`src/hdl/cad_pkg.sv`:
```
// constants, mode and state types for the addressing-mode decoder
// assumes a byte-wide memory bus and 8-bit index registers x and y
package cad_pkg;
   // prebytes
   localparam logic [7:0] NO_PREFIX = 8'h00;
   localparam logic [7:0] PRE_Y = 8'h90;
   localparam logic [7:0] PRE_YIND = 8'h91;
   localparam logic [7:0] PRE_IND = 8'h92;
   // inherent control opcodes
   localparam logic [7:0] OP_HALT = 8'h8E;
   localparam logic [7:0] OP_WFI = 8'h8F;
   localparam logic [7:0] OP_MASK_LOWER = 8'h9A;
   localparam logic [7:0] OP_MASK_RAISE = 8'h9B;
   // interrupt mask levels
   localparam logic [1:0] MASK_HIGH = 2'h3;
   localparam logic [1:0] MASK_LOW = 2'h0;
   localparam logic [1:0] MASK_RESET = 2'h3;
   // opcode groups, upper nibble
   localparam logic [3:0] G_BIT_REL = 4'h0;
   localparam logic [3:0] G_BIT = 4'h1;
   localparam logic [3:0] G_REL = 4'h2;
   localparam logic [3:0] G_RMW_DIR = 4'h3;
   localparam logic [3:0] G_RMW_SIDX = 4'h6;
   localparam logic [3:0] G_RMW_IDX0 = 4'h7;
   localparam logic [3:0] G_IMM = 4'hA;
   localparam logic [3:0] G_SDIR = 4'hB;
   localparam logic [3:0] G_LDIR = 4'hC;
   localparam logic [3:0] G_LIDX = 4'hD;
   localparam logic [3:0] G_SIDX = 4'hE;
   localparam logic [3:0] G_IDX0 = 4'hF;
   // address limits
   localparam logic [7:0] PAGE_ZERO_HI = 8'h00;
   localparam logic [15:0] SHORT_IDX_MAX = 16'h01FE;
   localparam logic [15:0] RESET_PC = 16'h0000;
   // the seventeen addressing modes
   typedef enum logic [4:0] {
      M_INH, M_IMM, M_SDIR, M_LDIR, M_IDX0, M_SIDX, M_LIDX,
      M_SIND, M_LIND, M_SIND_IDX, M_LIND_IDX, M_REL_D, M_REL_I,
      M_BIT_D, M_BIT_I, M_BIT_DR, M_BIT_IR
   } cad_mode_t;
   // fetch sequencer states
   typedef enum logic [2:0] {
      ST_OP, ST_CLASS, ST_OPND, ST_PTR, ST_DONE, ST_WAIT, ST_HALT
   } cad_state_t;
endpackage

```
`src/hdl/cad_dec_if.sv`:
```
// opcode classification signals between sequencer and classifier
// assumes both ends sit in the same clock domain
`timescale 1ns/1ps
interface cad_dec_if;
   import cad_pkg::*;
   logic [7:0] opcode;
   logic [7:0] prefix;
   cad_mode_t mode;
   logic [1:0] opnd_len;
   logic [1:0] ptr_len;
   logic index_y;
   logic rmw;
   logic illegal;
   modport cls (input opcode, prefix,
      output mode, opnd_len, ptr_len, index_y, rmw, illegal);
   modport seq (output opcode, prefix,
      input mode, opnd_len, ptr_len, index_y, rmw, illegal);
endinterface

```
`src/hdl/cad_classify.sv`:
```
// combinational opcode classifier: mode, byte counts, index select
// assumes opcode and prefix are held stable by the sequencer
`timescale 1ns/1ps
module cad_classify (
   cad_dec_if.cls bus
);
   import cad_pkg::*;
   cad_mode_t base;
   logic [3:0] grp;
   assign grp = bus.opcode[7:4];
   ////////////////////////////////////////////////////////////////
   // base mode from opcode group
   // group decode
   always_comb begin
      unique case (grp)
         G_BIT_REL: base = M_BIT_DR;
         G_BIT: base = M_BIT_D;
         G_REL: base = M_REL_D;
         G_RMW_DIR, G_SDIR: base = M_SDIR;
         G_RMW_SIDX, G_SIDX: base = M_SIDX;
         G_RMW_IDX0, G_IDX0: base = M_IDX0;
         G_IMM: base = M_IMM;
         G_LDIR: base = M_LDIR;
         G_LIDX: base = M_LIDX;
         default: base = M_INH;
      endcase
   end
   // memory groups hold no long form
   assign bus.rmw = (grp == G_BIT_REL) || (grp == G_BIT) || (grp == G_RMW_DIR)
      || (grp == G_RMW_SIDX) || (grp == G_RMW_IDX0);
   ////////////////////////////////////////////////////////////////
   // prebyte remapping
   // prebyte remap
   always_comb begin
      bus.mode = base;
      bus.index_y = 1'b0;
      bus.illegal = 1'b0;
      if (bus.prefix == PRE_IND) begin
         unique case (base)
            M_BIT_DR: bus.mode = M_BIT_IR;
            M_BIT_D: bus.mode = M_BIT_I;
            M_REL_D: bus.mode = M_REL_I;
            M_SDIR: bus.mode = M_SIND;
            M_LDIR: bus.mode = (bus.rmw) ? M_SIND : M_LIND;
            M_SIDX: bus.mode = M_SIND_IDX;
            M_LIDX: bus.mode = (bus.rmw) ? M_SIND_IDX : M_LIND_IDX;
            default: bus.illegal = 1'b1;
         endcase
      end else if (bus.prefix == PRE_YIND) begin
         bus.index_y = 1'b1;
         if (base == M_SIDX) bus.mode = M_SIND_IDX;
         else if (base == M_LIDX) bus.mode = M_LIND_IDX;
         else bus.illegal = 1'b1;
      end else if (bus.prefix == PRE_Y) begin
         bus.index_y = 1'b1;
         bus.illegal = (base == M_BIT_DR) || (base == M_BIT_D) || (base == M_REL_D);
      end
   end
   ////////////////////////////////////////////////////////////////
   // byte counts after the opcode and pointer size
   // byte counts
   always_comb begin
      unique case (bus.mode)
         M_INH, M_IDX0: bus.opnd_len = 2'h0;
         M_LDIR, M_LIDX, M_BIT_DR, M_BIT_IR: bus.opnd_len = 2'h2;
         default: bus.opnd_len = 2'h1;
      endcase
   end
   always_comb begin
      unique case (bus.mode)
         M_SIND, M_SIND_IDX, M_REL_I, M_BIT_I, M_BIT_IR: bus.ptr_len = 2'h1;
         M_LIND, M_LIND_IDX: bus.ptr_len = 2'h2;
         default: bus.ptr_len = 2'h0;
      endcase
   end
endmodule

```
`src/hdl/cad_decoder.sv`:
```
// instruction fetch and effective-address decoder
// assumes memory answers a held read with mem_ready, index values
// are stable while an instruction decodes, and pc_load redirects
`timescale 1ns/1ps
module cad_decoder #(
   parameter int ADDR_W = 16
) (
   input wire logic mclk,
   input wire logic rst_n,
   input wire logic pc_load,
   input wire logic [15:0] pc_value,
   input wire logic [7:0] x_idx,
   input wire logic [7:0] y_idx,
   input wire logic irq_req,
   output logic mem_rd,
   output logic [15:0] mem_addr,
   input wire logic [7:0] mem_rdata,
   input wire logic mem_ready,
   output logic dec_valid,
   output logic dec_illegal,
   output cad_pkg::cad_mode_t dec_mode,
   output logic [7:0] dec_opcode,
   output logic dec_index_y,
   output logic dec_rmw,
   output logic [15:0] dec_pc,
   output logic [15:0] dec_next_pc,
   output logic [15:0] dec_ea,
   output logic [7:0] dec_imm,
   output logic [15:0] dec_target,
   output logic [1:0] irq_mask,
   output logic cpu_wait,
   output logic osc_stop
);
   import cad_pkg::*;

   if (ADDR_W != 16) begin : g_bad_width
      $error("cad_decoder supports a 16-bit address only");
   end

   cad_dec_if dif ();
   cad_state_t state;
   logic [15:0] pc;
   logic [15:0] op_pc;
   logic [7:0] prefix_r;
   logic [7:0] opcode_r;
   logic [7:0] b1;
   logic [7:0] b2;
   logic [7:0] p1;
   logic [7:0] p2;
   logic opnd_cnt;
   logic ptr_cnt;

   cad_classify u_cls (
      .bus(dif.cls)
   );

   assign dif.opcode = opcode_r;
   assign dif.prefix = prefix_r;

   ////////////////////////////////////////////////////////////////
   // bus handshake and byte classification
   wire logic take;
   wire logic is_prefix;
   wire logic last_opnd;
   wire logic last_ptr;
   wire logic [7:0] ptr_loc;
   assign mem_rd = (state == ST_OP) || (state == ST_OPND) || (state == ST_PTR);
   assign take = mem_rd && mem_ready;
   assign is_prefix = (prefix_r == NO_PREFIX) && ((mem_rdata == PRE_Y)
      || (mem_rdata == PRE_YIND) || (mem_rdata == PRE_IND));
   assign last_opnd = (opnd_cnt == (dif.opnd_len == 2'h2));
   assign last_ptr = (ptr_cnt == (dif.ptr_len == 2'h2));
   assign ptr_loc = (opnd_cnt == 1'b0) ? mem_rdata : b1;

   ////////////////////////////////////////////////////////////////
   // effective address and branch target
   wire logic long_dir;
   wire logic indexed;
   wire logic via_ptr;
   wire logic [7:0] idx;
   wire logic [15:0] dir16;
   wire logic [15:0] ptr16;
   wire logic [15:0] base16;
   wire logic [15:0] ea_w;
   wire logic [7:0] rel_off;
   wire logic [15:0] target_w;
   // long direct uses the full word
   assign long_dir = (dif.mode == M_LDIR) || (dif.mode == M_LIDX);
   // short forms stay in page zero
   assign dir16 = long_dir ? {b1, b2} : {PAGE_ZERO_HI, b1};
   assign ptr16 = (dif.ptr_len == 2'h2) ? {p1, p2} : {PAGE_ZERO_HI, p1};
   assign via_ptr = (dif.ptr_len != 2'h0) && (dif.mode != M_REL_I);
   assign base16 = (dif.mode == M_IDX0) ? 16'h0000 : (via_ptr ? ptr16 : dir16);
   assign idx = dif.index_y ? y_idx : x_idx;
   assign indexed = (dif.mode == M_IDX0) || (dif.mode == M_SIDX)
      || (dif.mode == M_LIDX) || (dif.mode == M_SIND_IDX) || (dif.mode == M_LIND_IDX);
   // unsigned add, short form tops at 1FE
   assign ea_w = base16 + (indexed ? {8'h00, idx} : 16'h0000);
   assign rel_off = ((dif.mode == M_BIT_DR) || (dif.mode == M_BIT_IR)) ? b2
      : ((dif.mode == M_REL_I) ? p1 : b1);
   // signed offset from the next instruction
   assign target_w = pc + {{8{rel_off[7]}}, rel_off};

   ////////////////////////////////////////////////////////////////
   // fetch sequencer
   cad_state_t next_state;
   always_comb begin
      next_state = state;
      unique case (state)
         ST_OP: if (take && !is_prefix) next_state = ST_CLASS;
         ST_CLASS: begin
            if (dif.illegal) next_state = ST_DONE;
            // no operand fetch for inherent and zero-offset indexed forms
            else if (dif.opnd_len == 2'h0) next_state = ST_DONE;
            else next_state = ST_OPND;
         end
         ST_OPND: begin
            if (take && last_opnd) begin
               next_state = (dif.ptr_len != 2'h0) ? ST_PTR : ST_DONE;
            end
         end
         ST_PTR: if (take && last_ptr) next_state = ST_DONE;
         ST_DONE: begin
            if (dif.illegal) next_state = ST_OP;
            else if (opcode_r == OP_WFI && prefix_r == NO_PREFIX) next_state = ST_WAIT;
            else if (opcode_r == OP_HALT && prefix_r == NO_PREFIX) next_state = ST_HALT;
            else next_state = ST_OP;
         end
         ST_WAIT, ST_HALT: if (irq_req) next_state = ST_OP;
      endcase
      if (pc_load) next_state = ST_OP;
   end

   // state, program counter and fetch address
   always_ff @(posedge mclk or negedge rst_n) begin
      if (!rst_n) begin
         state <= ST_OP;
         pc <= RESET_PC;
         mem_addr <= RESET_PC;
      end else begin
         state <= next_state;
         if (pc_load) begin
            pc <= pc_value;
            mem_addr <= pc_value;
         end else if (take && state == ST_PTR) begin
            mem_addr <= last_ptr ? pc : mem_addr + 16'h0001;
         end else if (take && state == ST_OPND && last_opnd && dif.ptr_len != 2'h0) begin
            pc <= pc + 16'h0001;
            mem_addr <= {PAGE_ZERO_HI, ptr_loc};
         end else if (take) begin
            pc <= pc + 16'h0001;
            mem_addr <= mem_addr + 16'h0001;
         end
      end
   end

   // captured bytes
   always_ff @(posedge mclk or negedge rst_n) begin
      if (!rst_n) begin
         prefix_r <= NO_PREFIX;
         opcode_r <= 8'h00;
         op_pc <= RESET_PC;
         b1 <= 8'h00;
         b2 <= 8'h00;
         p1 <= 8'h00;
         p2 <= 8'h00;
         opnd_cnt <= 1'b0;
         ptr_cnt <= 1'b0;
      end else begin
         if (pc_load || state == ST_DONE) prefix_r <= NO_PREFIX;
         else if (take && state == ST_OP && is_prefix) prefix_r <= mem_rdata;
         if (take && state == ST_OP && !is_prefix) begin
            opcode_r <= mem_rdata;
            op_pc <= pc;
         end
         if (take && state == ST_OPND && !opnd_cnt) b1 <= mem_rdata;
         if (take && state == ST_OPND && opnd_cnt) b2 <= mem_rdata;
         if (take && state == ST_PTR && !ptr_cnt) p1 <= mem_rdata;
         if (take && state == ST_PTR && ptr_cnt) p2 <= mem_rdata;
         // byte counters hold through memory wait states
         if (state != ST_OPND) opnd_cnt <= 1'b0;
         else if (take) opnd_cnt <= !last_opnd;
         if (state != ST_PTR) ptr_cnt <= 1'b0;
         else if (take) ptr_cnt <= !last_ptr;
      end
   end

   ////////////////////////////////////////////////////////////////
   // decoded instruction outputs
   always_ff @(posedge mclk or negedge rst_n) begin
      if (!rst_n) begin
         dec_valid <= 1'b0;
         dec_illegal <= 1'b0;
         dec_mode <= M_INH;
         dec_opcode <= 8'h00;
         dec_index_y <= 1'b0;
         dec_rmw <= 1'b0;
         dec_pc <= RESET_PC;
         dec_next_pc <= RESET_PC;
         dec_ea <= 16'h0000;
         dec_imm <= 8'h00;
         dec_target <= 16'h0000;
      end else begin
         dec_valid <= (state == ST_DONE) && !dif.illegal && !pc_load;
         dec_illegal <= (state == ST_DONE) && dif.illegal && !pc_load;
         if (state == ST_DONE) begin
            dec_mode <= dif.mode;
            dec_opcode <= opcode_r;
            dec_index_y <= dif.index_y;
            dec_rmw <= dif.rmw;
            dec_pc <= op_pc;
            dec_next_pc <= pc;
            dec_ea <= ea_w;
            // operand value is the byte after the opcode
            dec_imm <= b1;
            dec_target <= target_w;
         end
      end
   end

   ////////////////////////////////////////////////////////////////
   // interrupt mask and low-power controls
   wire logic ctrl_done;
   assign ctrl_done = (state == ST_DONE) && (prefix_r == NO_PREFIX) && !pc_load;
   always_ff @(posedge mclk or negedge rst_n) begin
      if (!rst_n) begin
         irq_mask <= MASK_RESET;
      end else if (ctrl_done && opcode_r == OP_MASK_RAISE) begin
         irq_mask <= MASK_HIGH;
      end else if (ctrl_done && opcode_r == OP_MASK_LOWER) begin
         irq_mask <= MASK_LOW;
      end
   end

   always_ff @(posedge mclk or negedge rst_n) begin
      if (!rst_n) begin
         cpu_wait <= 1'b0;
         osc_stop <= 1'b0;
      end else begin
         cpu_wait <= (next_state == ST_WAIT);
         osc_stop <= (next_state == ST_HALT);
      end
   end
endmodule

```
`config.mk`:
```
export PLATFORM = sky130hd
export DESIGN_NAME = cad_decoder
export DESIGN_NICKNAME = d
export VERILOG_FILES = /design/src/hdl/cad_pkg.sv /design/src/hdl/cad_dec_if.sv /design/src/hdl/cad_classify.sv /design/src/hdl/cad_decoder.sv
export SDC_FILE = /design/constraint.sdc
export NUM_CORES = 1
export LEC_CHECK = 0
export BUFFER_PORTS_ARGS = -buffer_cell sky130_fd_sc_hd__buf_2
export CAP_MARGIN = 20
export CORE_UTILIZATION = 40
export CTS_CLUSTER_DIAMETER = 100
export CTS_CLUSTER_SIZE = 12
export DETAILED_ROUTE_END_ITERATION = 10
export SYNTH_ARGS = -nofsm -noshare
export SYNTH_HDL_FRONTEND = slang
export SYNTH_HIERARCHICAL = 1
export SYNTH_SLANG_ARGS = --single-unit
```
`constraint.sdc`:
```
create_clock -name mclk -period 13.3 [get_ports mclk]
set_clock_uncertainty 0.1 [all_clocks]
set_input_delay 1.33 -clock mclk [delete_from_list [all_inputs] [get_ports mclk]]
set_output_delay 1.33 -clock mclk [all_outputs]
set_load 0.005 [all_outputs]
```
## After elaboration in Yosys (flattened, before gate mapping)

Memory sizes are Yosys's and may differ from the RTL's.
Cells that the tools add are included.

| cells by class | value |
|---|---|
| add/subtract/negate cells | 4 |
| eq/ne operators | 49 |
| mux-type cells | 56 |
| reduce and logical (&&, ||, !) cells | 70 |

Operator list:

| cell | number |
|---|---|
| 2-to-1 mux 16 bit | 13 |
| == test 8 bit, second input constant | 10 |
| 2-to-1 mux 8 bit | 7 |
| == test 5 x 4 -> 1 bit, second input constant | 9 |
| case mux 5 bit (7 select lines) | 1 |
| 2-to-1 mux 3 bit | 11 |
| adder 16 x 1 -> 16 bit, second input constant | 2 |
| == test 5 x 3 -> 1 bit, second input constant | 6 |
| logical AND 1 bit | 27 |
| 2-to-1 mux 5 bit | 4 |
| case mux 3 bit (6 select lines) | 1 |
| logical OR 1 bit | 17 |
| adder 16 bit | 1 |
| adder 16 x 8 -> 16 bit | 1 |
| == test 3 bit, second input constant | 5 |
| == test 5 x 2 -> 1 bit, second input constant | 3 |
| 2-to-1 mux 1 bit | 13 |
| nonzero test 2 bit | 5 |
| == test 4 x 3 -> 1 bit, second input constant | 2 |
| zero test 8 bit | 1 |
| case mux 2 bit (2 select lines) | 2 |
| zero test 1 bit | 7 |
| OR reduction 7 bit | 1 |
| == test 3 x 2 -> 1 bit, second input constant | 2 |
| other kinds (21) | 28 |

| storage, ports and cells | value |
|---|---|
| bits in registers | 194 |
| bits in read-only memories | 64 |
| input bits | 45 |
| word-level logic and storage cells | 206 |
| memories | 1 |

Memories:

| name | words | bits a word | rd ports | clocked after Yosys merged registers in | wr ports | line | text |
|---|---|---|---|---|---|---|---|
| (no name shown) | 16 | 4 | 1 | 0 | 0 | cad_classify.sv:15 | `unique case (grp)` |

## Logic depth before layout (Yosys ltp)

| logic depth | value |
|---|---|
| word-level depth | 18 |
| depth in mapped cells | 23 |
| gate-level depth less buffers | 20 |

## Modules after synthesis

The synthesis kept the hierarchy.

By module, submodules not included:

| module | instances | cells each | area each (um2) | seq. area each (um2) |
|---|---|---|---|---|
| cad_decoder | 1 | 1123 | 10606.4 | 4830.9 |
| cad_classify | 1 | 77 | 481.7 | 0.0 |

## Least setup slack after synthesis

OpenSTA, ideal clock, no wires.

| path | value |
|---|---|
| kind | register to register |
| start point | register prefix_r[6] (netlist: dif.prefix[6]) |
| end point | register dec_target[14] |
| library setup time | 69 ps |
| data arrival time | 4333 ps |
| setup slack | 8798 ps |
| cell stages (with the launch flop) | 21 |
| buffers on the path | 2 |
| cell sequence | dfrtp_1 -> and4bb_2 -> nand3_2 -> or3_1 -> a21oi_1 -> a211oi_2 -> buf_4 -> or4b_1 -> o22ai_2 -> clkbuf_1 -> nand2_1 -> o21ai_0 -> ha_1 -> inv_1 -> fa_1 -> nor2b_1 -> o21a_1 -> o211ai_1 -> a21o_1 -> a2111o_1 -> nand3_1 |

| between the ends | value |
|---|---|
| longest elaborated chain between the ends | 7 |
| elaborated cells between the ends (all ways) | 11 |
| classes of those cells | 1 x add/sub; 5 x eq/ne; 4 x mux; 1 x reduce/logical |

RTL lines:

| item | line | text |
|---|---|---|
| from (decl) | cad_decoder.sv:44 | `logic [7:0] prefix_r;` |
| from (signal assigned) | cad_decoder.sv:171 | `else if (take && state == ST_OP && is_prefix) prefix_r <= mem_rdata;` |
| == test 8 bit | cad_classify.sv:49 | `end else if (bus.prefix == PRE_YIND) begin` |
| 2-to-1 mux 5 bit | cad_classify.sv:49 |  |
| 2-to-1 mux 5 bit * | cad_classify.sv:38 | `if (bus.prefix == PRE_IND) begin` |
| named net dif.mode[0] | cad_dec_if.sv:8 | `cad_mode_t mode;` |
| == test 5 x 4 -> 1 bit (tied with other cells) | cad_decoder.sv:100 | `: ((dif.mode == M_REL_I) ? p1 : b1);` |
| 2-to-1 mux 8 bit or logical OR 1 bit (tied branches) | cad_decoder.sv:100, cad_decoder.sv:99 |  |
| 2-to-1 mux 8 bit * | cad_decoder.sv:99 | `assign rel_off = ((dif.mode == M_BIT_DR) \|\| (dif.mode == M_BIT_IR)) ? b2` |
| adder 16 bit * | cad_decoder.sv:102 | `assign target_w = pc + {{8{rel_off[7]}}, rel_off};` |
| to (signal assigned) | cad_decoder.sv:216 | `dec_target <= target_w;` |
| to (decl) | cad_decoder.sv:29 | `output logic [15:0] dec_target,` |

The timed path passes the listed nets; every way through them passes the cells marked *.
A chain may end at the register's enable or synchronous reset.

## Worst setup path after layout

| path | value |
|---|---|
| start point | register opcode_r[4] (netlist: dif.opcode[4]) |
| end point | register dec_ea[10] |

| between the ends | value |
|---|---|
| longest elaborated chain between the ends | 16 |
| elaborated cells between the ends (all ways) | 53 |
| classes of those cells | 1 x add/sub; 24 x eq/ne; 13 x mux; 14 x reduce/logical; 1 x memory |

RTL lines:

| item | line | text |
|---|---|---|
| from (decl) | cad_decoder.sv:45 | `logic [7:0] opcode_r;` |
| from (signal assigned) | cad_decoder.sv:173 | `opcode_r <= mem_rdata;` |
| branches (longest 7 deep; another with memory read (16 x 4 bit)) | - |  |
| 2-to-1 mux 5 bit * | cad_classify.sv:38 |  |
| == test 5 x 4 -> 1 bit (tied with other cells) | cad_classify.sv:70 | `unique case (bus.mode)` |
| OR reduction 5 bit or OR reduction 2 bit (tied branches) | cad_classify.sv:70 |  |
| case mux 2 bit (2 select lines) * | cad_classify.sv:70 |  |
| named net dif.ptr_len[1] | cad_dec_if.sv:10 | `logic [1:0] ptr_len;` |
| == test 2 bit or nonzero test 2 bit (tied branches) | cad_decoder.sv:91, cad_decoder.sv:92 |  |
| 2-to-1 mux 16 bit or logical AND 1 bit (tied branches) | cad_decoder.sv:91, cad_decoder.sv:92 |  |
| 2-to-1 mux 16 bit * (2 in a row) | cad_decoder.sv:93 | `assign base16 = (dif.mode == M_IDX0) ? 16'h0000 : (via_ptr ? ptr16 : dir16);` |
| adder 16 x 8 -> 16 bit * | cad_decoder.sv:98 | `assign ea_w = base16 + (indexed ? {8'h00, idx} : 16'h0000);` |
| to (signal assigned) | cad_decoder.sv:213 | `dec_ea <= ea_w;` |
| to (decl) | cad_decoder.sv:27 | `output logic [15:0] dec_ea,` |

Mark *: on every way through the listed nets, which the timed path passes.

==> metrics.txt <==
post-route setup TNS 0 ps; Switching Fraction a little over two fifths; post-route ant nets 0; Initial Util approximately two fifths; Post-Synthesis Cells roughly 1,200; cts bufs inserted 17; Final setup viols 0; RSZ-0062 raised after global routing no; Clk pwr share between 15 and 20%; Max Fclk between 0.15 and 0.2 GHz; row count 60; hold path depth 2; HPWL after detailed placement 22,900 um; CTS Hold Bufs 0; layout cell share with drive strength beyond 1 roughly 22%; CP Launch Type flop; syn_area_per_cell just over 9 um2; Post-synth EDFFs 0; top_reg_cell synth dfrtp_1; total of max-cap violations 0; net count after synthesis 1,272; Worst EP required about 14,000 ps; gpl congestion between 0.9 and 1; mapped cell area approximately 11,000 um2; final slew viol count 0; clk sinks about 190; die height approximately 170 um; Yosys top cell area share 43.3%; synthesis-to-layout area growth 14.2%; register bit total from synthesis 193; largest area contributor in the netlist dfrtp_1; clk root buf clkbuf_16; dpl cells about 1,700; Final Hold Viols 0; global-route wire length before repair between 50,000 and 60,000 um; clk slew on worst S/H paths roughly 80 ps; Worst Tran Pin Value around 1000 ps; Initial DRC Count about 800; CTS max path bufs 2; Critical Path AT approximately 6000 ps; n_diodes 0; NumNets Final ~1,400; vias in the first global route 9,016; post-CTS setup buffers 0; largest net degree at the start of global routing between 100 and 150; CTS resizes 0; DR WL/cell approximately 19 um; GRT Total Usage between 20% and 30%; Flop pwr share a little over a third; worst hold path type reg -> reg; Post-synth ARST share 100%; fin crit share a little over two fifths; Placeable Area between 20,000 and 30,000 um2; sequential area share after synthesis a little over two fifths; Die Area about 28,000 um2; min cycle time layout around 5700 ps; combinational group share of total power between 40% and 50%; Vias 9,411; Synth area leaders dfrtp_1 (43%), nand2_1 (8.8%), mux2_2 (7.3%), ha_1 (2.8%), o21ai_0 (2.8%); commonest cells after routing, fill and taps aside nand2_1 (260), dfrtp_1 (192), buf_2 (153); commonest non-fill, non-tap cell in the layout nand2_1; DR DRC count 0; unique cell type count in the Yosys netlist 89; CTS tree built; CP max FO 23; # port buffers ~150; Pwr per Cell Area 221 nW/um2; post-DR vias/cell 5.54; R2R depth 17; Leakage between 5 and 6 nW; CP endpoint kind flop; global route overflow 0; outcome complete, no violations; First-pass DRT Iterations 5; Final Non-Filler Cells between 1,500 and 2,000; Worst Setup Path Type reg -> reg; initial antenna violation count 0; final WL ~33,000 um; Top Ports approximately 160; Pint 1.57 mW; VDD IR-drop max 0.0942 mV; Clk Latency, worst-skew pair around 440 ps; sw power between 1 and 1.5 mW; CTS H-tree depth 4; Slew Limit Headroom between 30% and 40%; Synth warnings 6; Die W 168 um
## cells in the mapped netlist (3+ instances only)
cell	n
a211o_1	3
a211oi_1	12
a21boi_0	4
a21o_1	12
a21oi_1	53
a221oi_1	8
a22o_1	4
a22oi_1	3
a31oi_1	6
and2_1	11
and3_1	8
and4_1	3
buf_1	8
buf_2	14
clkbuf_1	40
dfrtp_1	192
ha_1	25
inv_1	18
mux2_2	72
mux2i_1	26
nand2_1	261
nand2b_1	13
nand3_1	32
nand3b_1	4
nand4_1	18
nand4b_1	4
nor2_1	73
nor2_2	3
nor2b_1	10
nor3_1	21
nor3_2	3
nor3b_1	8
nor4_1	7
nor4bb_1	3
o211ai_1	11
o21a_1	10
o21ai_0	62
o21bai_1	3
o22ai_1	5
o2bb2ai_1	3
o31a_1	3
o31ai_1	11
or3_1	5
xnor2_1	21
xor2_1	22
## through the flow
stage | setup slack (ps) | hold WS, ps | utilization [%] | power (mW) | cell area, um2
floorplan | 8800 | 333 | - | 1.87 | 11100
global placement | 7890 | 342 | 44.6 | 2.28 | 12100
detailed placement | 7720 | 347 | 44.6 | 2.30 | 12100
CTS | 7680 | 366 | 46.7 | 2.81 | 12700
global route | 7030 | 386 | 46.7 | 3.02 | 12700
finish | 7590 | 369 | 46.7 | 2.79 | 12700
## power groups by stage
stage | Combinational [mW] | Clock, mW | Sequential, mW
after CTS | 1.30 | 0.517 | 0.991
after floorplan | 0.953 | 0 | 0.916
after detailed placement | 1.29 | 0 | 1.00
after global routing | 1.46 | 0.543 | 1.02
after global placement | 1.28 | 0 | 1.00
final | 1.29 | 0.509 | 0.994
## area by class of cell
type                    instances  area, um2
fillers                      2622      14400
flip-flops and latches        193       4830
well taps                     372        465
clock inverters                13        118
inverters                      19       71.3
clock buffers                  19        443
repair buffers                161        832
multi-input cells             921       5910
## worst max-delay path, stage by stage (launching register included)
cell and delay [ps]:
dfrtp_1 800, nand3b_1 150, a211oi_1 330, o21bai_1 150, a21oi_1 530, nor2_1 390
a21oi_1 890, a21oi_1 150, nor2_1 140, ha_1 180, inv_1 60, fa_1 400
nor2b_1 160, o21bai_1 80, a21boi_0 350, o21ai_0 240, o311ai_0 350, nand3_1 110
## logic make-up (layout without fill, tap and decap cells)
family,after synthesis,in the layout,synth area share (%)
compound gates,248,248,15.2
xor+xnor,44,44,3.54
fa+ha+maj,27,27,3.18
buf+inv,86,212,3.28
flops,193,193,43.6
mux,98,98,9.66
simple gates,504,504,21.5
## metal layers
metal	part of all wire, %	global-route usage, %	up-vias
met4	1.6	6.13	0
met1	47	32.4	4628
met2	48	38.1	264
li1	-	-	4481
met3	3.7	3.39	38
met5	0	0	-
## worst paths after layout
check,from,to,slack [ps]
max,dif.opcode[4]$_DFFE_PN0P_,dec_ea[10]$_DFFE_PN0P_,7590
min,op_pc[6]$_DFFE_PN0P_,dec_pc[6]$_DFFE_PN0P_,370
max reg2reg,dif.opcode[4]$_DFFE_PN0P_,dec_ea[10]$_DFFE_PN0P_,7590
min reg2reg,op_pc[6]$_DFFE_PN0P_,dec_pc[6]$_DFFE_PN0P_,370
max in group asynchronous,rst_n,dec_valid$_DFF_PN0_,10650
min in group asynchronous,rst_n,dec_pc[11]$_DFFE_PN0P_,920
## flip-flops by register name, summed over array words and instances (netlist names), 16 cells and up
name         count
op_pc           16
pc              16
dec_target      16
dec_ea          16
dec_pc          16
mem_addr        16
dec_next_pc     16
Power figures use the tool's default switching activity.
